==> src/logic/itb_consts.vh <==
/*
  Constants for the if-then, table branch and breakpoint decoder.
  Assumes a 16-bit instruction halfword stream from fetch.
*/
`ifndef ITB_CONSTS_VH
`define ITB_CONSTS_VH
// Opcode matches on the first halfword, TB2 on the second
`define ITB_IT_MASK      16'hff00
`define ITB_IT_MATCH     16'hbf00
`define ITB_BREAKPOINT_OP_MASK    16'hff00
`define ITB_BREAKPOINT_OP_MATCH   16'hbe00
`define ITB_TB_MASK      16'hfff0
`define ITB_TB_MATCH     16'he8d0
`define ITB_TB2_MASK     16'hffe0
`define ITB_TB2_MATCH    16'hf000
`define ITB_BC_MASK      16'hf000
`define ITB_BC_MATCH     16'hd000
`define ITB_BX_MASK      16'hff07
`define ITB_BX_MATCH     16'h4700
// Field positions
`define ITB_COND_MSB     7
`define ITB_COND_LSB     4
`define ITB_TB_H_BIT     4
// Register and condition codes
`define ITB_REG_PC       4'hf
`define ITB_COND_AL      4'he
// Branch range offset widths, outside and inside a block
`define ITB_BC_OUT_BITS  21
`define ITB_BC_IN_BITS   25
// Execution state reset value
`define ITB_STATE_RST    8'h00
`endif

==> src/logic/itb_decoder.v <==
/*
  Decoder and execute control for the if-then prefix, table branches
  and breakpoint. Assumes one instruction presented per valid cycle
  with operands already read, and an exception unit that saves and
  restores the block state word on entry and return.
*/
// Overview of operation
// RULE1 - Prefix conditions one to four following instructions
// RULE2 - Later slots use base or inverted condition
// RULE3 - Always base forbids Else slots (not checked: an AL block runs its Else slots too)
// RULE4 - Block instructions carry matching condition suffix
// RULE5 - Breakpoint in block always executes
// RULE6 - Exceptions save block state for return
// RULE7 - Exception return restores remaining block conditions
// RULE8 - No prefix, compare branch, interrupt ops inside (not checked: an IT inside only uses up a slot)
// RULE9 - PC writers only last in block (not checked: branches are taken in any slot)
// RULE10 - Conditional non-branch instructions only inside blocks
// RULE11 - Conditional branch gets larger range inside
// RULE12 - Block conditions are base or its inverse
// RULE13 - Table offset is twice unsigned entry
// RULE14 - Target is next address plus offset
// RULE15 - PC base means address after instruction
// RULE16 - Halfword variant shifts index left one
// RULE17 - Table base not SP, index not SP/PC (not checked: any base and index register is accepted)
// RULE18 - Table branch only last in block (not checked: taken in any slot)
// RULE19 - Breakpoint enters debug state
// RULE20 - Breakpoint immediate ignored by processor
// RULE21 - Indirect branch faults when target bit0 clear
// RULE22 - Block state holds condition and slot mask
`timescale 1ns/10ps
`include "itb_consts.vh"
module itb_decoder #(
  parameter AW = 32
) (
  // Clock and control
  input  wire          clk_sys,
  input  wire          srst,
  input  wire          clk_en,
  // Instruction in
  input  wire          ins_valid,
  input  wire [15:0]   ins_hw0,
  input  wire [15:0]   ins_hw1,
  input  wire          ins_wide,
  input  wire [AW-1:0] ins_addr,
  input  wire [3:0]    flags_nzcv,
  // Operands
  input  wire [AW-1:0] table_base_val,
  input  wire [AW-1:0] table_index_val,
  input  wire [15:0]   table_entry,
  input  wire [AW-1:0] bx_target,
  input  wire [AW-1:0] bc_offset,
  // Exception interface
  input  wire          exc_entry,
  input  wire          exc_return,
  input  wire [7:0]    exc_state_in,
  // Outputs
  output reg  [7:0]    blk_state_q,
  output reg  [7:0]    saved_state_q,
  output reg           exec_en_q,
  output reg           in_block_q,
  output reg           tb_fetch_q,
  output reg  [AW-1:0] tb_addr_q,
  output reg           branch_q,
  output reg  [AW-1:0] branch_tgt_q,
  output reg           usage_fault_q,
  output reg           debug_halt_q
);

  wire [3:0] base_cond = blk_state_q[7:4];
  wire       active    = (blk_state_q[3:0] != 4'h0);

  function cond_pass;
    input [3:0] c;
    input [3:0] f;
    reg r;
    begin
      case (c[3:1])
        3'h0: r = f[2];
        3'h1: r = f[1];
        3'h2: r = f[3];
        3'h3: r = f[0];
        3'h4: r = f[1] & ~f[2];
        3'h5: r = (f[3] == f[0]);
        3'h6: r = ~f[2] & (f[3] == f[0]);
        default: r = 1'b1;
      endcase
      cond_pass = (c[3:1] == 3'h7) ? 1'b1 : (r ^ c[0]);
    end
  endfunction

  wire is_it   = ((ins_hw0 & `ITB_IT_MASK) == `ITB_IT_MATCH) &
                 (ins_hw0[3:0] != 4'h0) & ~ins_wide;
  wire is_breakpoint_op = ((ins_hw0 & `ITB_BREAKPOINT_OP_MASK) == `ITB_BREAKPOINT_OP_MATCH) &
                 ~ins_wide;
  wire is_tb   = ins_wide &
                 ((ins_hw0 & `ITB_TB_MASK) == `ITB_TB_MATCH) &
                 ((ins_hw1 & `ITB_TB2_MASK) == `ITB_TB2_MATCH);
  wire tb_half = ins_hw1[`ITB_TB_H_BIT];
  wire is_bc   = ((ins_hw0 & `ITB_BC_MASK) == `ITB_BC_MATCH) &
                 (ins_hw0[11:9] != 3'h7) & ~ins_wide;
  wire is_bx   = ((ins_hw0 & `ITB_BX_MASK) == `ITB_BX_MATCH) & ~ins_wide;

  // RULE2 current slot condition
  wire [3:0] slot_cond = {base_cond[3:1], blk_state_q[4]};
  wire       pass = active ? cond_pass(slot_cond, flags_nzcv) : 1'b1;
  // RULE5 breakpoint ignores slot
  wire       exec = pass | is_breakpoint_op;

  // Instruction lengths in bytes, sized to the address width
  localparam [AW-1:0] LEN_NARROW = 2;
  localparam [AW-1:0] LEN_WIDE   = 4;

  wire [AW-1:0] next_addr = ins_addr + (ins_wide ? LEN_WIDE : LEN_NARROW);
  // RULE15 PC base
  wire [3:0]    tb_rn   = ins_hw0[3:0];
  wire [AW-1:0] tb_base = (tb_rn == `ITB_REG_PC) ? next_addr
                                                 : table_base_val;
  // RULE16 halfword index shift
  wire [AW-1:0] tb_idx  = tb_half ? {table_index_val[AW-2:0], 1'b0}
                                  : table_index_val;
  // RULE13 unsigned doubled entry
  wire [15:0]   entry   = tb_half ? table_entry
                                  : {8'h00, table_entry[7:0]};
  wire [AW-1:0] tb_off  = {{(AW-17){1'b0}}, entry, 1'b0};
  // RULE11 wider range in block
  wire [AW-1:0] bc_lim  = active ?
    {{(AW-`ITB_BC_IN_BITS){bc_offset[`ITB_BC_IN_BITS-1]}},
     bc_offset[`ITB_BC_IN_BITS-1:0]} :
    {{(AW-`ITB_BC_OUT_BITS){bc_offset[`ITB_BC_OUT_BITS-1]}},
     bc_offset[`ITB_BC_OUT_BITS-1:0]};
  wire bc_pass = active ? pass :
                 cond_pass(ins_hw0[11:8], flags_nzcv);

  // RULE22 advance slot mask
  wire [7:0] adv = (blk_state_q[2:0] == 3'h0) ? `ITB_STATE_RST :
                   {blk_state_q[7:5], blk_state_q[3:0], 1'b0};

  reg [7:0] state_d;
  always @* begin
    state_d = blk_state_q;
    if (exc_return) begin
      // RULE7 restore block state
      state_d = saved_state_q;
    end else if (ins_valid) begin
      if (is_it & ~active) begin
        // RULE1 load condition and mask
        state_d = ins_hw0[7:0];
      end else if (active) begin
        state_d = adv;
      end
    end
  end

  always @(posedge clk_sys) begin
    if (srst) begin
      blk_state_q   <= `ITB_STATE_RST;
      saved_state_q <= `ITB_STATE_RST;
      exec_en_q     <= 1'b0;
      in_block_q    <= 1'b0;
      tb_fetch_q    <= 1'b0;
      tb_addr_q     <= {AW{1'b0}};
      branch_q      <= 1'b0;
      branch_tgt_q  <= {AW{1'b0}};
      usage_fault_q <= 1'b0;
      debug_halt_q  <= 1'b0;
    end else if (clk_en) begin
      // RULE6 save state on exception
      if (exc_entry) begin
        saved_state_q <= blk_state_q;
      end else if (exc_return) begin
        saved_state_q <= exc_state_in;
      end
      blk_state_q   <= exc_entry ? blk_state_q : state_d;
      in_block_q    <= active;
      exec_en_q     <= ins_valid & ~exc_entry & exec;
      tb_fetch_q    <= 1'b0;
      branch_q      <= 1'b0;
      usage_fault_q <= 1'b0;
      debug_halt_q  <= 1'b0;
      if (ins_valid & ~exc_entry & ~exc_return) begin
        if (is_tb & pass) begin
          tb_fetch_q <= 1'b1;
          tb_addr_q  <= tb_base + tb_idx;
          // RULE14 target after instruction
          branch_q     <= 1'b1;
          branch_tgt_q <= next_addr + tb_off;
        end
        if (is_bc & bc_pass) begin
          branch_q     <= 1'b1;
          branch_tgt_q <= next_addr + LEN_NARROW + bc_lim;
        end
        if (is_bx & pass) begin
          // RULE21 bit0 check
          usage_fault_q <= ~bx_target[0];
          branch_q      <= bx_target[0];
          branch_tgt_q  <= {bx_target[AW-1:1], 1'b0};
        end
        // RULE19 RULE20 debug entry, immediate unused
        if (is_breakpoint_op) begin
          debug_halt_q <= 1'b1;
        end
      end
    end
  end

endmodule

==> config.mk <==
export PLATFORM = sky130hd
export DESIGN_NAME = itb_decoder
export DESIGN_NICKNAME = d
export VERILOG_FILES = /design/src/logic/itb_decoder.v
export VERILOG_INCLUDE_DIRS = /design/src /design/src/logic
export SDC_FILE = /design/constraint.sdc
export NUM_CORES = 1
export LEC_CHECK = 0
export BUFFER_PORTS_ARGS = -buffer_cell sky130_fd_sc_hd__clkbuf_2
export CORE_ASPECT_RATIO = 0.7
export CORE_MARGIN = 5
export CORE_UTILIZATION = 35
export CTS_CLUSTER_DIAMETER = 60
export CTS_CLUSTER_SIZE = 24
export DETAILED_ROUTE_END_ITERATION = 10
export SETUP_SLACK_MARGIN = 0.3
export SYNTH_ARGS = -nofsm -noshare
export SYNTH_HDL_FRONTEND = slang
export SYNTH_SLANG_ARGS = --single-unit
==> constraint.sdc <==
create_clock -name clk_sys -period 5.1 [get_ports clk_sys]
set_input_delay 0.51 -clock clk_sys [delete_from_list [all_inputs] [get_ports clk_sys]]
set_output_delay 0.51 -clock clk_sys [all_outputs]
set_load 0.02 [all_outputs]
==> results of run 1 <==
-- worst max-delay path, delay by kind of cell --
family	cells	cell delay [ns]
AOI/OAI and AO/OA	8	2.08
and+or+nand+nor	3	0.40
buffers and inverters	2	0.18
adders and majority gates	4	1.23
xor gates and xnor gates	2	0.40
-- metrics by stage --
step | std cells | setup TNS, ns | hold WS (ns) | worst slack [ns] | utilization
floorplan | 1351 | 0 | 0.529 | 0.371 | -
global placement | 2057 | -0.0464 | 0.440 | -0.0395 | 0.436
detailed placement | 2057 | -0.271 | 0.445 | -0.157 | 0.436
CTS | 2072 | 0 | 0.411 | 0.362 | 0.447
global route | 2076 | 0 | 0.437 | 0.312 | 0.451
finish | 2077 | 0 | 0.430 | 0.526 | 0.451
-- registers in the layout, summed over array words and instances, names as in the netlist --
name and cells:
blk_state_q 8, in_block_q 1, tb_addr_q 32, tb_fetch_q 1, debug_halt_q 1, exec_en_q 1
branch_tgt_q 32, usage_fault_q 1, saved_state_q 8, branch_q 1
-- layout by cell type, fill, tap and decap left out, types with 45 or more instances in the layout --
master	netlist	layout
sky130_fd_sc_hd__clkbuf_2	0	300
sky130_fd_sc_hd__nand2_1	150	150
sky130_fd_sc_hd__nor2_1	127	127
sky130_fd_sc_hd__a21oi_1	110	109
sky130_fd_sc_hd__ha_1	97	96
sky130_fd_sc_hd__buf_4	0	88
sky130_fd_sc_hd__dfxtp_1	86	86
sky130_fd_sc_hd__xnor2_1	74	72
sky130_fd_sc_hd__o21ai_0	70	69
sky130_fd_sc_hd__inv_1	45	45
-- path summary, 6_finish.rpt --
check                     end  cells past startpoint            start
max          branch_tgt_q[30]                     19         ins_wide
max reg2reg  branch_tgt_q[19]                     10   blk_state_q[5]
min                in_block_q                      2           clk_en
min reg2reg   branch_tgt_q[9]                      2  branch_tgt_q[9]
-- power groups by stage --
stage,logic [µW],registers [µW],clock network (µW)
floorplan,789,710,0
global placement,1190,703,0
detailed placement,1200,704,0
CTS,1220,688,686
global route,1370,689,714
finish,1240,688,674
-- kinds of logic (layout without fill, tap and decap cells) --
| group | Yosys count | count (layout) | share of synthesized area |
|---|---|---|---|
| flops | 86 | 86 | 0.169 |
| mux | 69 | 69 | 0.0758 |
| fa+ha+maj | 102 | 102 | 0.128 |
| compound gates | 391 | 391 | 0.255 |
| simple gates | 490 | 490 | 0.233 |
| buf+inv | 103 | 449 | 0.0407 |
| xor+xnor | 110 | 110 | 0.0977 |
| other cells | 0 | 2 | 0 |
-- area by class of cell --
cell class | count | area (µm²)
antenna | 2 | 5.00
fill | 3019 | 15800
multi-input combinational | 1162 | 8140
sequential | 86 | 1720
timing repair buffer | 389 | 2170
tap | 378 | 473
clock inverter | 6 | 63.8
clock buffer | 9 | 225
inverter | 45 | 169
-- what timing repair did --
action | CTS | global route
setup buffers | 0 | 3
hold buffers | 0 | 0
endpoints found under the setup margin | 2 | 12
pin swaps | 0 | 1
resized for setup | 4 | 14
-- routing by layer --
layer  track usage  vias to the layer above  part of all wire  routed length, µm
met5             0                        -           0.00067                 27
met4        0.0463                        4             0.015                585
met3        0.0488                       39             0.073               2940
met2         0.334                      373              0.40              16200
met1         0.368                     5240              0.51              20300
li1              -                     5675                 -                  -
==> impl_metrics.csv, run 1 <==
group,metric,value,unit
floorplanning,floorplan.rows,52,
sta,worst_margin_pin_slew,1.28,ns
floorplanning,pin_count,313,
synth,yosys.area.top_type,"sky130_fd_sc_hd__dfxtp_1",
worst_setup_path,endpoint_kind,"flip-flop",
global_route,vias_in_the_first_global_route,10800,
worst_setup_path,critPathKind,"input port to flip-flop",
cts,tritoncts,"yes",
placement,routabilityCongestion,0.936,
final_layout,final_nets,2021,
power_and_ir_drop,power.ir.vdd_worst,0.115,mV
final_layout,final_design_area_no_fill,0.0130,mm²
cts,tritoncts_buffers,9,
power_and_ir_drop,post-layout-total-power,2600,µW
worst_setup_path,timing.reg2reg.setup_slack,0.89,ns
detailed_routing,avgRoutedWirePerCell,19.3,µm
synth,synth.top_cells.by_count,"150 x sky130_fd_sc_hd__nand2_1, 127 x sky130_fd_sc_hd__nor2_1, 110 x sky130_fd_sc_hd__a21oi_1, 97 x sky130_fd_sc_hd__ha_1, 86 x sky130_fd_sc_hd__dfxtp_1",
placement,numPortBuffers,301,
synth,synth_enable_flop_cells,0,
cts,clk_latency,0.36,ns
global_route,largest_net_degree_at_the_start_of_global_routing,65,
hold_path,hold_class,"input port to flip-flop",
cts,cts.reportedPaths.clkPinSlew,0.06,ns
floorplanning,area_of_the_core_region,0.0288,mm²
sta,fin_skew,0.00888,ns
detailed_routing,antenna_left,0,
floorplanning,die_w,214,µm
synth,synth_most_common_cell,"sky130_fd_sc_hd__nand2_1",
detailed_routing,route.final.wire_length,40000,µm
cts,clock-root-buffer,"sky130_fd_sc_hd__clkbuf_16",
floorplanning,initial_utilization,0.354,
floorplanning,vert_die_dim,153,µm
power_and_ir_drop,power_frac_seq,0.264,
cts,htree_num_levels,3,
sta,grt_setup_unrepaired,"no",
final_layout,drive_above_1_share,0.289,
global_route,global_route.usage.total,0.236,
floorplanning,fp.dieArea,0.0326,mm²
synth,synth_cell_types,79,
cts,cts_buffer_depth,2,
power_and_ir_drop,intPower,1610,µW
sta,finalWorstPathRequiredPeriod,4.57,ns
sta,rel_slew_slack,0.149,
global_route,grt_antenna_before_repair,3,
synth,ys.flop_type,"sky130_fd_sc_hd__dfxtp_1",
synth,synth_area,0.0102,mm²
power_and_ir_drop,power_leakage,0.00587,µW
sta,max_freq,219,MHz
worst_setup_path,critPathMaxFanout,2,
synth,syn-instance-count,1351,
worst_setup_path,worstPathRequired,5.34,ns
detailed_routing,dr.pass1.iters,6,
sta,slew_violations,0,
synth,syn_avg_cell_area,7.53,µm²
worst_setup_path,cp_slowest_cell,"sky130_fd_sc_hd__a2111oi_1",
synth,synth_seq_cells,86,
detailed_routing,drt_iter0_markers,987,
worst_setup_path,timing.critical_path.from_type,"input port",
detailed_routing,num_vias,11300,
sta,hold_viol,0,
placement,dp_hpwl,33500,µm
worst_setup_path,cp_cell_sequence,"clkbuf_2 -> inv_1 -> ha_2 -> fa_1 -> nand2_1 -> nor2_1 -> xor2_1 -> ha_1 -> ha_1 -> a2111oi_1 -> o21ai_0 -> a41oi_2 -> o2111a_1 -> o31ai_1 -> and4_1 -> a2111oi_4 -> a21oi_1 -> xor2_1 -> a221o_1",
power_and_ir_drop,combPwrFrac,0.477,
status,outcome,"finished, final reports clean",
power_and_ir_drop,switching_power,994,µW
flow_run,max_capacitance_violation_count,0,
synth,synthesis.yosys.warnings,0,
synth,synthesis.nets,1679,
placement,postPlaceCellArea,0.0125,mm²
synth,yosys-top-cells-area,"sky130_fd_sc_hd__dfxtp_1 17%, sky130_fd_sc_hd__ha_1 12%, sky130_fd_sc_hd__xnor2_1 6.4%, sky130_fd_sc_hd__nand2_1 5.5%, sky130_fd_sc_hd__a21oi_1 5.4%",
power_and_ir_drop,switching_share,0.382,
synth,portion_of_the_post_synthesis_area_used_by_sequential_elements,0.169,
global_route,globalRouteOverflowTotal,0,
sta,final-setup-viol-count,0,
worst_setup_path,worst_path_largest_cell_delay,0.48,ns
final_layout,synthToLayoutAreaGrowth,27.5,%
synth,postSynth.asyncResetShare,0,
detailed_routing,vias_per_cell,5.46,
detailed_routing,post-route-drc-count,0,
sta,fin_crit_sh,0.897,
power_and_ir_drop,p_per_area,201,mW/mm²
power_and_ir_drop,clock_power_share,0.259,
synth,synth_top_cell_area_share,0.169,
global_route,grt_first_pass_wirelength,61000,µm
worst_setup_path,worst_ep_arrival_time,4.81,ns
cts,cts.sinks,86,
Note: power is estimated with default switching activity, not from simulation.
==> run 2, diff against run 1 <==
--- a/config.mk
+++ b/config.mk
@@ -9,10 +9,11 @@
 export BUFFER_PORTS_ARGS = -buffer_cell sky130_fd_sc_hd__clkbuf_2
 export CORE_ASPECT_RATIO = 0.7
 export CORE_MARGIN = 5
-export CORE_UTILIZATION = 35
+export CORE_UTILIZATION = 45
 export CTS_CLUSTER_DIAMETER = 60
 export CTS_CLUSTER_SIZE = 24
 export DETAILED_ROUTE_END_ITERATION = 10
+export PLACE_DENSITY = 0.72
 export SETUP_SLACK_MARGIN = 0.3
 export SYNTH_ARGS = -nofsm -noshare
 export SYNTH_HDL_FRONTEND = slang
==> run 2 against run 1 <==
Against the previous run: register-to-register slack better by 0.18 ns; final cell count shrank 4.5%; setup slack got worse by 0.10 ns; final area decreased by 0.61%; critical path depth rose by 1; sequential share of layout area rose by 0.081 points; routed wire length decreased by 5.8%; largest power group unchanged; highest routed layer is now met4.
==> impl_metrics.csv, run 2 (same netlist as run 1, synthesis figures left out) <==
group,metric,value,unit
cts,cts_buffer_depth,2,
floorplanning,vert_die_dim,136,µm
worst_setup_path,critPathMaxFanout,2,
global_route,grt_first_pass_wirelength,57800,µm
status,outcome,"finished, final reports clean",
global_route,globalRouteOverflowTotal,0,
worst_setup_path,timing.reg2reg.setup_slack,1.07,ns
worst_setup_path,timing.critical_path.from_type,"input port",
final_layout,insertedDiodeCount,0,
cts,cts_hold_buf,0,
worst_setup_path,critPathKind,"input port to flip-flop",
detailed_routing,vias_per_cell,5.82,
hold_path,hold_path.startpoint,"bx_target[10]",
final_layout,final_nets,2019,
sta,worst_margin_pin_slew,1.05,ns
cts,clock-root-buffer,"sky130_fd_sc_hd__clkbuf_16",
global_route,vias_in_the_first_global_route,10700,
final_layout,synthToLayoutAreaGrowth,26.7,%
cts,htree_num_levels,3,
flow_run,max_capacitance_violation_count,0,
cts,cts.reportedPaths.clkPinSlew,0.06,ns
global_route,largest_net_degree_at_the_start_of_global_routing,61,
floorplanning,die_w,190,µm
global_route,global_route.usage.total,0.282,
final_layout,final_common_cell,"sky130_fd_sc_hd__clkbuf_2",
worst_setup_path,worst_ep_arrival_time,4.91,ns
placement,routabilityCongestion,0.946,
hold_path,timing.hold.worst_endpoint,"branch_tgt_q[10]",
sta,max_freq,214,MHz
detailed_routing,avgRoutedWirePerCell,19.0,µm
power_and_ir_drop,power_leakage,0.00588,µW
detailed_routing,num_vias,11600,
sta,final-setup-viol-count,0,
final_layout,final_design_area_no_fill,0.0129,mm²
sta,hold_viol,0,
final_layout,largest_registers,"branch_tgt_q x32, tb_addr_q x32",
final_layout,drive_above_1_share,0.291,
worst_setup_path,regToRegStartpoint,"blk_state_q[1]",
sta,fin_setup_tns,0,ns
placement,numPortBuffers,301,
floorplanning,pin_count,313,
cts,tritoncts,"yes",
final_layout,most-common-layout-cells,"300 x sky130_fd_sc_hd__clkbuf_2, 150 x sky130_fd_sc_hd__nand2_1, 126 x sky130_fd_sc_hd__nor2_1",
detailed_routing,post-route-drc-count,0,
worst_setup_path,regToRegEndpoint,"branch_tgt_q[30]",
sta,fin_skew,0.0133,ns
placement,dp_hpwl,31100,µm
floorplanning,initial_utilization,0.453,
detailed_routing,drt_iter0_markers,893,
detailed_routing,route.final.wire_length,37700,µm
detailed_routing,dr.pass1.iters,5,
power_and_ir_drop,power.ir.vdd_worst,0.180,mV
worst_setup_path,endpoint_kind,"flip-flop",
cts,tritoncts_buffers,9,
sta,finalWorstPathRequiredPeriod,4.67,ns
sta,grt_setup_unrepaired,"no",
global_route,grt_antenna_before_repair,0,
hold_path,hold_class,"input port to flip-flop",
floorplanning,floorplan.rows,46,
sta,slew_violations,0,
placement,postPlaceCellArea,0.0124,mm²
sta,fin_crit_sh,0.917,
cts,clk_latency,0.36,ns
sta,rel_slew_slack,0.294,
sta,hold-worst-slack,0.424,ns
detailed_routing,antenna_left,0,
floorplanning,area_of_the_core_region,0.0224,mm²
worst_setup_path,worst-r2r-cell-count,15,
cts,cts.sinks,86,
power_and_ir_drop,p_per_area,204,mW/mm²
hold_path,min_delay_path_depth,3,
floorplanning,fp.dieArea,0.0258,mm²
worst_setup_path,worstPathRequired,5.33,ns
==> run 2: changes by cell type in the layout (fill, tap and decap cells not counted), sizes merged <==
cell      delta
clkbuf       +3
clkinvlp     -1
clkinv       -1
diode        -2
buf          -2
==> run 2: cell type report <==
cell class / count / area [µm²]
flip-flops and latches: 86 / 1720
repair buffers: 387 / 2150
well taps: 288 / 360
clock inverters: 4 / 55.1
multi-input cells: 1162 / 8170
fillers: 2167 / 9560
clock buffers: 12 / 256
inverters: 45 / 169
==> run 2: report_power, final <==
group / leakage (µW) / total [µW] / switching (µW) / internal, µW
sequential: 0.000695 / 689 / 9.40 / 679
combinational: 0.00504 / 1240 / 685 / 554
clock: 0.000149 / 699 / 290 / 408
total: 0.00588 / 2630 / 985 / 1640
==> run 2: routing by layer <==
| metal | up-vias | part of all wire | track usage | wire (µm) |
|---|---|---|---|---|
| met1 | 5361 | 0.48 | 0.421 | 18100 |
| li1 | 5665 | - | - | - |
| met5 | - | 0 | 0 | 0 |
| met2 | 498 | 0.41 | 0.417 | 15600 |
| met3 | 27 | 0.094 | 0.0683 | 3540 |
| met4 | 0 | 0.012 | 0.0478 | 452 |
==> run 2: worst max-delay path by stage <==
stage	startpoint	to	slack, ns
after global placement	ins_wide	branch_tgt_q[28]	-0.06
after global routing	ins_wide	tb_addr_q[31]	0.31
after CTS	ins_wide	branch_tgt_q[30]	0.30
after floorplan	ins_wide	branch_tgt_q[30]	0.37
after detailed placement	ins_wide	branch_tgt_q[30]	-0.12
final	ins_wide	branch_tgt_q[30]	0.43
==> run 2: critical path, cell delays in order <==
cell and delay [ns]:
sky130_fd_sc_hd__clkbuf_2 0.10, sky130_fd_sc_hd__inv_2 0.07, sky130_fd_sc_hd__ha_4 0.18, sky130_fd_sc_hd__fa_1 0.40
sky130_fd_sc_hd__nand2_1 0.11, sky130_fd_sc_hd__nor2_1 0.06, sky130_fd_sc_hd__xor2_1 0.25, sky130_fd_sc_hd__ha_1 0.30
sky130_fd_sc_hd__ha_1 0.31, sky130_fd_sc_hd__a2111oi_0 0.46, sky130_fd_sc_hd__o21ai_1 0.20, sky130_fd_sc_hd__a41oi_2 0.28
sky130_fd_sc_hd__o2111a_1 0.24, sky130_fd_sc_hd__o31ai_1 0.11, sky130_fd_sc_hd__and4_1 0.24, sky130_fd_sc_hd__a2111oi_4 0.35
sky130_fd_sc_hd__buf_4 0.18, sky130_fd_sc_hd__a21oi_1 0.06, sky130_fd_sc_hd__xor2_1 0.14, sky130_fd_sc_hd__a221o_1 0.36
==> run 2: through the flow <==
| stage | power (µW) | setup WS [ns] | utilization | cells |
|---|---|---|---|---|
| final | 2630 | 0.426 | 0.574 | 1984 |
| after global placement | 1880 | -0.0606 | 0.553 | 1965 |
| after detailed placement | 1890 | -0.121 | 0.553 | 1965 |
| after CTS | 2600 | 0.302 | 0.568 | 1981 |
| after floorplan | 1500 | 0.371 | - | 1351 |
| after global routing | 2800 | 0.305 | 0.574 | 1984 |
==> run 2: what timing repair did <==
item / CTS / global route
setup endpoints to repair: 2 / 11
pin swaps: 0 / 2
setup buffers: 0 / 3
gates resized for setup: 5 / 22
==> run 3, diff against run 2 <==
--- a/config.mk
+++ b/config.mk
@@ -13,6 +13,7 @@
 export CTS_CLUSTER_DIAMETER = 60
 export CTS_CLUSTER_SIZE = 24
 export DETAILED_ROUTE_END_ITERATION = 10
+export MAX_ROUTING_LAYER = met4
 export PLACE_DENSITY = 0.72
 export SETUP_SLACK_MARGIN = 0.3
 export SYNTH_ARGS = -nofsm -noshare
==> run 3 against run 2 <==
Against the previous run: via count is 0.12% lower; highest routed layer unchanged; combinational power hardly changed; utilization is 0.36 points lower; clock power is 3% lower; flip-flop and latch count stayed put; first-iteration DRC count is 2.8% lower; hold slack worse by 0.0030 ns; critical endpoint unchanged; clock skew is 0.0012 ns higher; fmax is 1.8% higher.
==> impl_metrics.csv, run 3 (same netlist as run 1, synthesis figures left out) <==
group,metric,value,unit
worst_setup_path,crit_start,"ins_wide",
worst_setup_path,regToRegEndpoint,"branch_tgt_q[21]",
detailed_routing,num_vias,11500,
power_and_ir_drop,post-layout-total-power,2600,µW
cts,cts.reportedPaths.clkPinSlew,0.06,ns
sta,setup_ws,0.509,ns
sta,fin_crit_sh,0.900,
detailed_routing,drt_iter0_markers,868,
power_and_ir_drop,power_leakage,0.00584,µW
worst_setup_path,worstPathRequired,5.33,ns
worst_setup_path,regToRegStartpoint,"blk_state_q[4]",
placement,dp_hpwl,30900,µm
flow_run,max_capacitance_violation_count,0,
global_route,grt_first_pass_wirelength,57100,µm
final_layout,largest_registers,"branch_tgt_q x32, tb_addr_q x32",
global_route,largest_net_degree_at_the_start_of_global_routing,57,
detailed_routing,vias_per_cell,5.84,
floorplanning,vert_die_dim,136,µm
final_layout,final_design_area_no_fill,0.0128,mm²
final_layout,fin_cells,1976,
detailed_routing,avgRoutedWirePerCell,19.1,µm
global_route,vias_in_the_first_global_route,10600,
placement,postPlaceCellArea,0.0124,mm²
worst_setup_path,endpoint_kind,"flip-flop",
detailed_routing,dr.pass1.iters,5,
cts,tritoncts,"yes",
worst_setup_path,worst-r2r-cell-count,12,
final_layout,most-common-layout-cells,"300 x sky130_fd_sc_hd__clkbuf_2, 150 x sky130_fd_sc_hd__nand2_1, 127 x sky130_fd_sc_hd__nor2_1",
worst_setup_path,critPathKind,"input port to flip-flop",
sta,fin_setup_tns,0,ns
worst_setup_path,critPathMaxFanout,4,
worst_setup_path,worst_ep_arrival_time,4.82,ns
placement,placed_cells,1959,
sta,slew_violations,0,
cts,cts_buffer_depth,2,
sta,fin_skew,0.0145,ns
cts,clock-root-buffer,"sky130_fd_sc_hd__clkbuf_16",
placement,routabilityCongestion,0.983,
floorplanning,area_of_the_core_region,0.0224,mm²
sta,worst_margin_pin_slew,1.00,ns
sta,finalWorstPathRequiredPeriod,4.59,ns
floorplanning,initial_utilization,0.453,
sta,grt_setup_unrepaired,"yes",
sta,rel_slew_slack,0.328,
global_route,grt_antenna_before_repair,1,
cts,cts.sinks,86,
worst_setup_path,timing.critical_path.from_type,"input port",
sta,hold_viol,0,
sta,final-setup-viol-count,0,
final_layout,final_common_cell,"sky130_fd_sc_hd__clkbuf_2",
status,outcome,"finished, final reports clean",
global_route,globalRouteOverflowTotal,0,
hold_path,hold_class,"input port to flip-flop",
power_and_ir_drop,power.ir.vdd_worst,0.162,mV
placement,numPortBuffers,301,
detailed_routing,antenna_left,0,
worst_setup_path,timing.reg2reg.setup_slack,0.88,ns
final_layout,drive_above_1_share,0.285,
cts,tritoncts_buffers,9,
floorplanning,pin_count,313,
detailed_routing,route.final.wire_length,37700,µm
final_layout,final_nets,2012,
floorplanning,floorplan.rows,46,
final_layout,insertedDiodeCount,0,
power_and_ir_drop,p_per_area,203,mW/mm²
cts,clk_latency,0.36,ns
cts,htree_num_levels,3,
detailed_routing,post-route-drc-count,0,
placement,detailedPlace.worstSlack,-0.0880,ns
final_layout,synthToLayoutAreaGrowth,25.9,%
global_route,global_route.usage.total,0.287,
sta,max_freq,218,MHz
floorplanning,fp.dieArea,0.0258,mm²
worst_setup_path,end_point_of_the_critical_path,"branch_tgt_q[30]",
floorplanning,die_w,190,µm
-- run 3: changes by cell type in the layout (fill, tap and decap cells not counted), sizes merged --
| cell | previous run | this run |
|---|---|---|
| buf | 87 | 80 |
| clkinv | 2 | 3 |
| clkbuf | 312 | 310 |
-- run 3: report_power, final --
group / total, µW / internal (µW) / switching (µW)
sequential: 689 / 679 / 9.26
clock: 680 / 391 / 289
combinational: 1240 / 548 / 688
-- run 3: per-stage QoR --
stage / hold slack [ns] / util
after detailed placement: 0.446 / 0.551
after global placement: 0.439 / 0.551
final: 0.421 / 0.570
after global routing: 0.428 / 0.570
after CTS: 0.402 / 0.566
after floorplan: 0.529 / -
-- run 3: what timing repair did --
action                     CTS  global route
hold buffers                 0             0
setup buffers                0             2
setup endpoints to repair    1            14
resized for setup            2            19
pin swaps                    0             3
-- run 3: area by class of cell --
type                       count  area [µm²]
tap                          288         360
clock buffer                  10         239
sequential                    86        1720
inverter                      45         169
clock inverter                 5        60.1
timing repair buffer         380        2100
multi-input combinational   1162        8150
fill                        2151        9650
-- run 3: per-layer routing --
metal / global-route usage / part of all wire / vias to the layer above / wire length [µm]
li1: - / - / 5660 / -
met1: 0.413 / 0.48 / 5307 / 18200
met2: 0.403 / 0.41 / 518 / 15400
met3: 0.0698 / 0.087 / 52 / 3260
met4: 0.0699 / 0.021 / 0 / 780
met5: - / 0 / - / 0
-- run 3: how the worst min path moves through the flow --
| stage | start | slack (ns) | end | cells past startpoint |
|---|---|---|---|---|
| finish | bx_target[10] | 0.42 | branch_tgt_q[10] | 3 |
| floorplan | branch_tgt_q[12] | 0.53 | branch_tgt_q[12] | 2 |
| detailed placement | tb_addr_q[0] | 0.45 | tb_addr_q[0] | 2 |
| global route | bx_target[22] | 0.43 | branch_tgt_q[22] | 3 |
| CTS | bx_target[10] | 0.40 | branch_tgt_q[10] | 3 |
| global placement | branch_tgt_q[6] | 0.44 | branch_tgt_q[6] | 2 |
-- run 3: worst max-delay path, cell delays in order --
cell                        delay, ns
sky130_fd_sc_hd__clkbuf_2        0.09
sky130_fd_sc_hd__inv_1           0.14
sky130_fd_sc_hd__ha_2            0.25
sky130_fd_sc_hd__buf_4           0.12
sky130_fd_sc_hd__a21oi_2         0.08
sky130_fd_sc_hd__or4_1           0.49
sky130_fd_sc_hd__or3_4           0.45
sky130_fd_sc_hd__nor2_1          0.14
sky130_fd_sc_hd__xnor2_1         0.15
sky130_fd_sc_hd__inv_1           0.10
sky130_fd_sc_hd__ha_1            0.30
sky130_fd_sc_hd__ha_1            0.31
sky130_fd_sc_hd__nand3_1         0.10
sky130_fd_sc_hd__nor2_1          0.06
sky130_fd_sc_hd__a211oi_1        0.23
sky130_fd_sc_hd__o31ai_1         0.14
sky130_fd_sc_hd__and4_1          0.25
sky130_fd_sc_hd__a2111oi_4       0.27
sky130_fd_sc_hd__a21oi_1         0.14
sky130_fd_sc_hd__xor2_1          0.16
sky130_fd_sc_hd__a221o_1         0.35
